### src/rtl/aopt_pkg.sv
// Register map, field positions and reset values of the always-on counter and periodic timer.
package aopt_pkg;

  localparam logic [11:0] OFS_POWER_SETTING_LOCK      = 12'h594;
  localparam logic [11:0] OFS_FREE_COUNTER_VALUE      = 12'h700;
  localparam logic [11:0] OFS_FREE_COUNTER_ENABLE     = 12'h704;
  localparam logic [11:0] OFS_PERIODIC_TIMER_VALUE    = 12'h708;
  localparam logic [11:0] OFS_PERIODIC_TIMER_STATUS   = 12'h70C;
  localparam logic [11:0] OFS_PERIODIC_TIMER_CONTROL  = 12'h710;
  localparam logic [11:0] OFS_PERIODIC_TIMEOUT_CONFIG = 12'h714;
  localparam logic [11:0] OFS_EVENT_STATUS            = 12'h720;
  localparam logic [11:0] OFS_EVENT_MASK              = 12'h724;
  localparam logic [11:0] OFS_WAKE_MASK               = 12'h728;
  localparam logic [11:0] OFS_POWER_WAIT_CONFIG       = 12'h72C;

  localparam int ADDR_W = 12;

  localparam int BIT_WAKE_MASK_FREEZE  = 17;
  localparam int BIT_STROBE_WAIT_FREEZE = 16;
  localparam int BIT_FREE_COUNTER_RUN  = 0;
  localparam int BIT_PERIODIC_ALARM    = 0;
  localparam int BIT_PERIODIC_ALARM_CLEAR = 0;
  localparam int BIT_PERIODIC_RELOAD   = 1;
  localparam int BIT_EV_PERIODIC_ALARM = 0;
  localparam int BIT_EV_FREE_WRAP      = 1;
  localparam int EV_W                  = 2;

  localparam logic [31:0] RST_FREE_COUNTER_VALUE      = 32'h0000_0000;
  localparam logic        RST_FREE_COUNTER_RUN        = 1'h1;
  localparam logic [31:0] RST_PERIODIC_TIMER_VALUE    = 32'h0000_0000;
  localparam logic        RST_PERIODIC_ALARM_FLAG     = 1'h1;
  localparam logic [31:0] RST_PERIODIC_TIMEOUT_CONFIG = 32'h0000_0000;
  localparam logic [1:0]  RST_EVENT                   = 2'h0;

  localparam logic [1:0]  HTRANS_NONSEQ = 2'h2;
  localparam logic        HRESP_OKAY    = 1'h0;

endpackage : aopt_pkg

### src/rtl/aopt_ahb_front.sv
// AHB-Lite slave front end: address phase capture, write strobe and registered read data.
`timescale 1ns/1ps
`default_nettype none
module aopt_ahb_front
  import aopt_pkg::*;
(
  input  wire logic              hclk,
  input  wire logic              hresetn,
  input  wire logic              hsel,
  input  wire logic [31:0]       haddr,
  input  wire logic [1:0]        htrans,
  input  wire logic              hwrite,
  input  wire logic              hready,
  input  wire logic [31:0]       rd_value,
  output logic                   hreadyout,
  output logic [31:0]            hrdata,
  output logic                   wr_strobe,
  output logic [ADDR_W-1:0]      reg_addr
);

  typedef struct packed {
    logic [ADDR_W-1:0] addr;
    logic              wr_pend;
    logic              rd_wait;
    logic              readyout;
    logic [31:0]       rdata;
  } aopt_front_s;

  aopt_front_s st;
  aopt_front_s next_st;

  // Reads take one wait state so that read data always comes from a flip-flop
  // and already reflects a write finished in the preceding data phase.
  always_comb begin
    next_st         = st;
    next_st.wr_pend = 1'b0;
    if (st.rd_wait) begin
      next_st.rdata    = rd_value;
      next_st.readyout = 1'b1;
      next_st.rd_wait  = 1'b0;
    end
    if (hsel && htrans[1] && hready) begin
      next_st.addr = {haddr[ADDR_W-1:2], 2'b00};
      if (hwrite) begin
        next_st.wr_pend = 1'b1;
      end else begin
        next_st.rd_wait  = 1'b1;
        next_st.readyout = 1'b0;
      end
    end
  end

  always_ff @(posedge hclk or negedge hresetn) begin
    if (!hresetn) begin
      st <= '{addr: '0, wr_pend: 1'b0, rd_wait: 1'b0, readyout: 1'b1, rdata: 32'h0000_0000};
    end else begin
      st <= next_st;
    end
  end

  assign hreadyout = st.readyout;
  assign hrdata    = st.rdata;
  assign wr_strobe = st.wr_pend;
  assign reg_addr  = st.addr;

endmodule : aopt_ahb_front
`default_nettype wire

### src/rtl/aopt_timer.sv
// Always-on free-running counter and periodic down-counter with power setting locks.
//
// Design decision made here: register access over AHB-Lite.
`timescale 1ns/1ps
`default_nettype none
// Function
// - Bit 17 sticky write-one lock freezes wake mask
// - Bit 16 sticky write-one lock freezes strobe wait
// - Free counter is 32-bit read-only, resets zero
// - Bit 0 enable gates free counter, resets one
// - Periodic counter value readable, 32-bit, resets zero
// - Status bit 0 set on wrap, resets one
// - No new alarm while status flag set
// - Control bit 1 reloads counter from timeout
// - Control bit 0 clears pending alarm flag
// - Zero timeout holds periodic counter disabled
// - Nonzero timeout loads counter, decrements each tick
// - At zero raise interrupt and reload timeout
module aopt_timer
  import aopt_pkg::*;
#(
  parameter int WAKE_W = 32,
  parameter int WAIT_W = 8
) (
  input  wire logic              hclk,
  input  wire logic              hresetn,
  input  wire logic              hsel,
  input  wire logic [31:0]       haddr,
  input  wire logic [1:0]        htrans,
  input  wire logic              hwrite,
  input  wire logic [2:0]        hsize,
  input  wire logic              hready,
  input  wire logic [31:0]       hwdata,
  output logic [31:0]            hrdata,
  output logic                   hreadyout,
  output logic                   hresp,
  output logic                   irq,
  output logic [WAKE_W-1:0]      wake_mask,
  output logic [WAIT_W-1:0]      voltage_strobe_delay
);

  generate
    if (WAKE_W < 1 || WAKE_W > 32) begin : g_bad_wake
      $error("WAKE_W must lie between 1 and 32");
    end
    if (WAIT_W < 1 || WAIT_W > 32) begin : g_bad_wait
      $error("WAIT_W must lie between 1 and 32");
    end
  endgenerate

  typedef struct packed {
    logic              wake_freeze;
    logic              strobe_wait_freeze;
    logic [31:0]       free_cnt;
    logic              free_counter_run;
    logic [31:0]       pt_cnt;
    logic              pt_running;
    logic              periodic_alarm_flag;
    logic              periodic_reload;
    logic              periodic_alarm_clear;
    logic [31:0]       timeout_cfg;
    logic [EV_W-1:0]   ev_status;
    logic [EV_W-1:0]   ev_mask;
    logic [WAKE_W-1:0] wake;
    logic [WAIT_W-1:0] power_wait_config;
    logic              irq;
  } aopt_state_s;

  aopt_state_s st;
  aopt_state_s next_st;

  logic              wr_strobe;
  logic [ADDR_W-1:0] reg_addr;
  logic [31:0]       rd_value;
  logic              pt_wrap;
  logic              alarm_event;
  logic              free_wrap;
  logic [EV_W-1:0]   ev_set;

  aopt_ahb_front u_front (
    .hclk      (hclk),
    .hresetn   (hresetn),
    .hsel      (hsel),
    .haddr     (haddr),
    .htrans    (htrans),
    .hwrite    (hwrite),
    .hready    (hready),
    .rd_value  (rd_value),
    .hreadyout (hreadyout),
    .hrdata    (hrdata),
    .wr_strobe (wr_strobe),
    .reg_addr  (reg_addr)
  );

  // Every transfer is served as a word access; the size is not decoded and errors are never signalled.
  assign hresp = HRESP_OKAY;

  // Read multiplexer; unmapped offsets and reserved bits read as zero.
  always_comb begin
    rd_value = 32'h0000_0000;
    unique case (reg_addr)
      OFS_POWER_SETTING_LOCK: begin
        rd_value[BIT_WAKE_MASK_FREEZE]   = st.wake_freeze;
        rd_value[BIT_STROBE_WAIT_FREEZE] = st.strobe_wait_freeze;
      end
      OFS_FREE_COUNTER_VALUE: begin
        rd_value = st.free_cnt;
      end
      OFS_FREE_COUNTER_ENABLE: begin
        rd_value[BIT_FREE_COUNTER_RUN] = st.free_counter_run;
      end
      OFS_PERIODIC_TIMER_VALUE: begin
        rd_value = st.pt_cnt;
      end
      OFS_PERIODIC_TIMER_STATUS: begin
        rd_value[BIT_PERIODIC_ALARM] = st.periodic_alarm_flag;
      end
      OFS_PERIODIC_TIMER_CONTROL: begin
        rd_value[BIT_PERIODIC_RELOAD]      = st.periodic_reload;
        rd_value[BIT_PERIODIC_ALARM_CLEAR] = st.periodic_alarm_clear;
      end
      OFS_PERIODIC_TIMEOUT_CONFIG: begin
        rd_value = st.timeout_cfg;
      end
      OFS_EVENT_STATUS: begin
        rd_value[EV_W-1:0] = st.ev_status;
      end
      OFS_EVENT_MASK: begin
        rd_value[EV_W-1:0] = st.ev_mask;
      end
      OFS_WAKE_MASK: begin
        rd_value[WAKE_W-1:0] = st.wake;
      end
      OFS_POWER_WAIT_CONFIG: begin
        rd_value[WAIT_W-1:0] = st.power_wait_config;
      end
      default: begin
        rd_value = 32'h0000_0000;
      end
    endcase
  end

  // The counter wraps when a running count reaches zero. An alarm is only
  // indicated while the flag is clear, so a missed clear never stacks alarms.
  assign pt_wrap     = st.pt_running && (st.pt_cnt == 32'h0000_0000);
  assign alarm_event = pt_wrap && !st.periodic_alarm_flag;
  assign free_wrap   = st.free_counter_run && (st.free_cnt == 32'hFFFF_FFFF);

  always_comb begin
    ev_set                        = '0;
    ev_set[BIT_EV_PERIODIC_ALARM] = alarm_event;
    ev_set[BIT_EV_FREE_WRAP]      = free_wrap;
  end

  always_comb begin
    next_st = st;

    // Free-running up-counter.
    if (st.free_counter_run) begin
      next_st.free_cnt = st.free_cnt + 32'h0000_0001;
    end

    // Periodic down-counter.
    if (st.timeout_cfg == 32'h0000_0000) begin
      next_st.pt_cnt     = 32'h0000_0000;
      next_st.pt_running = 1'b0;
    end else if (st.periodic_reload) begin
      next_st.pt_cnt     = st.timeout_cfg;
      next_st.pt_running = 1'b1;
    end else if (st.pt_cnt == 32'h0000_0000) begin
      next_st.pt_cnt     = st.timeout_cfg;
      next_st.pt_running = 1'b1;
    end else begin
      next_st.pt_cnt = st.pt_cnt - 32'h0000_0001;
    end

    // Control actions last one cycle and then drop by themselves.
    next_st.periodic_reload      = 1'b0;
    next_st.periodic_alarm_clear = 1'b0;
    if (st.periodic_alarm_clear) begin
      next_st.periodic_alarm_flag               = 1'b0;
      next_st.ev_status[BIT_EV_PERIODIC_ALARM] = 1'b0;
    end

    // Register writes.
    if (wr_strobe) begin
      unique case (reg_addr)
        OFS_POWER_SETTING_LOCK: begin
          if (hwdata[BIT_WAKE_MASK_FREEZE]) begin
            next_st.wake_freeze = 1'b1;
          end
          if (hwdata[BIT_STROBE_WAIT_FREEZE]) begin
            next_st.strobe_wait_freeze = 1'b1;
          end
        end
        OFS_FREE_COUNTER_ENABLE: begin
          next_st.free_counter_run = hwdata[BIT_FREE_COUNTER_RUN];
        end
        OFS_PERIODIC_TIMER_CONTROL: begin
          if (hwdata[BIT_PERIODIC_RELOAD]) begin
            next_st.periodic_reload = 1'b1;
          end
          if (hwdata[BIT_PERIODIC_ALARM_CLEAR]) begin
            next_st.periodic_alarm_clear = 1'b1;
          end
        end
        OFS_PERIODIC_TIMEOUT_CONFIG: begin
          next_st.timeout_cfg = hwdata;
        end
        OFS_EVENT_STATUS: begin
          next_st.ev_status = next_st.ev_status & ~hwdata[EV_W-1:0];
        end
        OFS_EVENT_MASK: begin
          next_st.ev_mask = hwdata[EV_W-1:0];
        end
        OFS_WAKE_MASK: begin
          if (!st.wake_freeze) begin
            next_st.wake = hwdata[WAKE_W-1:0];
          end
        end
        OFS_POWER_WAIT_CONFIG: begin
          if (!st.strobe_wait_freeze) begin
            next_st.power_wait_config = hwdata[WAIT_W-1:0];
          end
        end
        default: begin
        end
      endcase
    end

    // Hardware events win over any clear in the same cycle.
    if (alarm_event) begin
      next_st.periodic_alarm_flag = 1'b1;
    end
    next_st.ev_status = next_st.ev_status | ev_set;
    next_st.irq       = |(next_st.ev_status & next_st.ev_mask);
  end

  always_ff @(posedge hclk or negedge hresetn) begin
    if (!hresetn) begin
      st <= '{
        wake_freeze:          1'b0,
        strobe_wait_freeze:   1'b0,
        free_cnt:             RST_FREE_COUNTER_VALUE,
        free_counter_run:     RST_FREE_COUNTER_RUN,
        pt_cnt:               RST_PERIODIC_TIMER_VALUE,
        pt_running:           1'b0,
        periodic_alarm_flag:  RST_PERIODIC_ALARM_FLAG,
        periodic_reload:      1'b0,
        periodic_alarm_clear: 1'b0,
        timeout_cfg:          RST_PERIODIC_TIMEOUT_CONFIG,
        ev_status:            RST_EVENT,
        ev_mask:              RST_EVENT,
        wake:                 '0,
        power_wait_config:    '0,
        irq:                  1'b0
      };
    end else begin
      st <= next_st;
    end
  end

  assign irq                  = st.irq;
  assign wake_mask            = st.wake;
  assign voltage_strobe_delay = st.power_wait_config;

endmodule : aopt_timer
`default_nettype wire

### config.mk
export PLATFORM = sky130hd
export DESIGN_NAME = aopt_timer
export DESIGN_NICKNAME = d
export VERILOG_FILES = /design/src/rtl/aopt_pkg.sv /design/src/rtl/aopt_ahb_front.sv /design/src/rtl/aopt_timer.sv
export SDC_FILE = /design/constraint.sdc
export NUM_CORES = 1
export LEC_CHECK = 0
export ABC_AREA = 1
export BUFFER_PORTS_ARGS = -buffer_cell sky130_fd_sc_hd__buf_2
export CORE_MARGIN = 5
export CORE_UTILIZATION = 59
export DETAILED_ROUTE_END_ITERATION = 10
export HOLD_SLACK_MARGIN = 0.06
export PLACE_DENSITY = 0.79
export SYNTH_ARGS = -nofsm -noshare
export SYNTH_HDL_FRONTEND = slang
export SYNTH_SLANG_ARGS = --single-unit
### constraint.sdc
create_clock -name hclk -period 2.2 [get_ports hclk]
set_input_delay 0.22 -clock hclk [delete_from_list [all_inputs] [get_ports hclk]]
set_output_delay 0.22 -clock hclk [all_outputs]
set_load 0.05 [all_outputs]
==> impl_metrics.tcl <==
set metrics [dict create \
    cap_violations 0 \
    die_y_um 147 \
    fp.dieArea_um2 21500 \
    dieWidth_um 147 \
    endpoint_kind "register" \
    cp-start-kind "register" \
    fin_tns_setup_ns 0 \
    synth-simple-area-share_pct 27.5 \
    rr_startpoint "u_front.reg_addr[6]" \
    num_rows 50 \
    layout_setup_ws_ns 0.186 \
    grt_pass1_vias 9505 \
    clk_latency_ns 0.45 \
    swShare_pct 28.8 \
    synth_compound_area_share_pct 11.2 \
    syn_inst 1450 \
    num_vias 9713 \
    grtUsageTotal_pct 28.8 \
    fillers 1571 \
    muxShareOfSynthArea_pct 0.205 \
    netlist_area_um2 11000 \
    routed_wl_um 30400 \
    power.density_nw_per_um2 631 \
    place_hpwl_um 22600 \
    fin_crit_ns 2.01 \
    hold_ws_ns 0.0830 \
    clock_power_share_pct 41.4 \
    drt_iter0_markers 788 \
    grt-ovfl-total 0 \
    wire_per_inst_um 16.9 \
    n_antenna_cell 0 \
    yosysSeqAreaShare_pct 43.9 \
    fin_crit_sh_pct 91.6 \
    fmax_ghz 0.496 \
    ys_ff_latch 193 \
    synth_area_leaders "dfrtp_1 (43%), nand2_1 (13%), nor2_1 (6.6%)" \
    first_pass_iters 6 \
    drv_slew 0 \
    synth_top_family_by_area "simple AND/OR/NAND/NOR gates" \
    leakage_nw 6.38 \
    grt_max_degree 65 \
    finalCoreUtilization_pct 66.8 \
    io_pins 149 \
    cts-root-buf "clkbuf_16" \
    grt_pass1_wl_um 49300 \
    setup_viol 0 \
    io_buffers 121 \
    worst_pin_slew_ns 0.676 \
    crit_type "reg2reg" \
    synth_ff_type "dfrtp_1" \
    clock-sinks 193 \
    finalHoldViolations 0 \
    hp-class "in2reg" \
    status "finished, final reports clean" \
    nets 1625 \
    async_flop_share_pct 100 \
    synth_cell_types 42 \
    coreArea_um2 18500 \
    final_cells 1795 \
    htree_num_levels 4 \
    cp.required_ns 2.58 \
    vdd_drop_max_mv 0.478 \
    combPwrFrac_pct 9.9 \
    crit_fanout 22 \
    p_int_mw 5.56 \
    cts_tree "yes" \
    drc 0 \
    antenna_found_initial 0 \
    drive_gt1_share_pct 16.4 \
    clk_transition_reported_paths_ns 0.08 \
    dpl.cell_count 1721 \
    skew_ns 0.0140 \
    p_sw_mw 2.25 \
    synth_area_per_cell_um2 7.59 \
    area_growth_pct 12.4 \
    rsz0062_at_grt "false" \
    clockBufferDepth 2 \
    drt.antenna.violating_nets 0 \
    seqPwrFrac_pct 48.7 \
    cts_buffers 17 \
    dpl_worst_slack_ns 0.241 \
    synth_edf_count 0 \
    critPathArrivalTime_ns 2.39 \
    synth_warnings 0 \
    initial_core_util_pct 59.4 \
    viasPerCell 5.41 \
    synth_nets 1527 \
    worst_slew_margin_rel_pct 54.8 \
    synth_top_area_share_pct 43.2 \
    min_from "hwdata[2]" \
    cp-startpoint "u_front.reg_addr[6]" \
    gp_congestion 0.924 \
    yosys.area.top_type "dfrtp_1" \
    synthXorXnorAreaFrac_pct 3.18 \
    synth-adder-area-share_pct 0.341 \
]
-- cell type report --
class	count	area [um^2]	area share, %
Inverter	173	651	5.26
Sequential cell	193	4830	39.1
Tap cell	234	293	2.37
Clock inverter	14	189	1.53
Clock buffer	18	429	3.47
Multi-Input combinational cell	970	4670	37.8
Timing Repair Buffer	193	1300	10.5
-- metal layers --
layer	global-route usage, %	part of all wire, %
met1	38.1	42
met2	47.5	48
met3	5.65	6.8
met4	10.3	3.2
met5	0	0
-- critical path, stage by stage, from the launching register on --
cell     delay (ns)
dfrtp_1        0.40
inv_1          0.10
nand2_1        0.07
nor2_2         0.32
nand3_1        0.13
buf_4          0.24
o22ai_1        0.36
o21ai_0        0.22
nand2_1        0.09
-- through the flow --
stage                     cell area, um^2  power, mW
after floorplan                     11000       4.33
after global placement              11300       4.56
after detailed placement            11300       4.58
after CTS                           12400       7.83
after global routing                12400       8.09
final                               12400       7.81
-- flip-flops by register name, summed over array words and instances, names as in the netlist --
signal                flops
irq                       1
st                      107
u_front.hrdata           32
u_front.hreadyout         1
u_front.reg_addr         10
u_front.st                1
u_front.wr_strobe         1
voltage_strobe_delay      8
wake_mask                32
-- power groups by stage --
stage	combinational [mW]	clock [mW]	sequential, mW
final	0.776	3.23	3.80
after global routing	0.860	3.42	3.82
after CTS	0.777	3.26	3.80
after detailed placement	0.716	0	3.86
after global placement	0.696	0	3.86
after floorplan	0.498	0	3.84
-- synth_stat cells (all sizes together), types with 16 or more instances --
| master | n |
|---|---|
| inv | 171 |
| o21ai | 165 |
| o22ai | 22 |
| a21oi | 21 |
| buf | 98 |
| clkbuf | 16 |
| dfrtp | 190 |
| nand3 | 71 |
| nand4 | 16 |
| nand2 | 383 |
| xor2 | 35 |
| nor2 | 207 |
| nor3 | 25 |
-- path summary, 6_finish.rpt --
path / end / slack (ns) / depth (start not counted)
min reg2reg: u_front.hrdata[1] / 0.48 / 2
max: u_front.hrdata[8] / 0.19 / 8
max in group asynchronous: st[79] / 1.07 / 3
min in group asynchronous: wake_mask[30] / 0.33 / 2
min: wake_mask[2] / 0.08 / 3
max reg2reg: u_front.hrdata[8] / 0.19 / 8
-- placed cells by master (no fill, tap or decap), types with 6 or more instances in the layout --
cell	instances
inv_1	164
xor2_1	35
nand3_1	66
nor2_1	194
o21ai_2	32
o21ai_1	39
nand2_1	375
clkbuf_16	17
buf_4	27
a21oi_1	21
nor2_2	7
buf_2	120
nor3_1	25
inv_2	6
dfrtp_1	190
nand4_1	16
dlygate4sd3_1	42
o21ai_0	94
o22ai_1	22
-- logic make-up (layout without fill, tap and decap cells) --
group,count (synthesis),after routing
compound gates,213,213
xor+xnor,40,40
fa+ha+maj,3,3
buf+inv,287,398
flops,193,193
mux,2,2
other cells,1,1
simple gates,711,711
-- timing repair --
item,4_1_cts,5_1_grt
resized for setup,0,1
setup endpoints to repair,0,1
hold buffers,42,0
endpoints found under the hold margin,115,0
setup buffers,0,0
No activity file was read; power rests on OpenSTA's default activity.
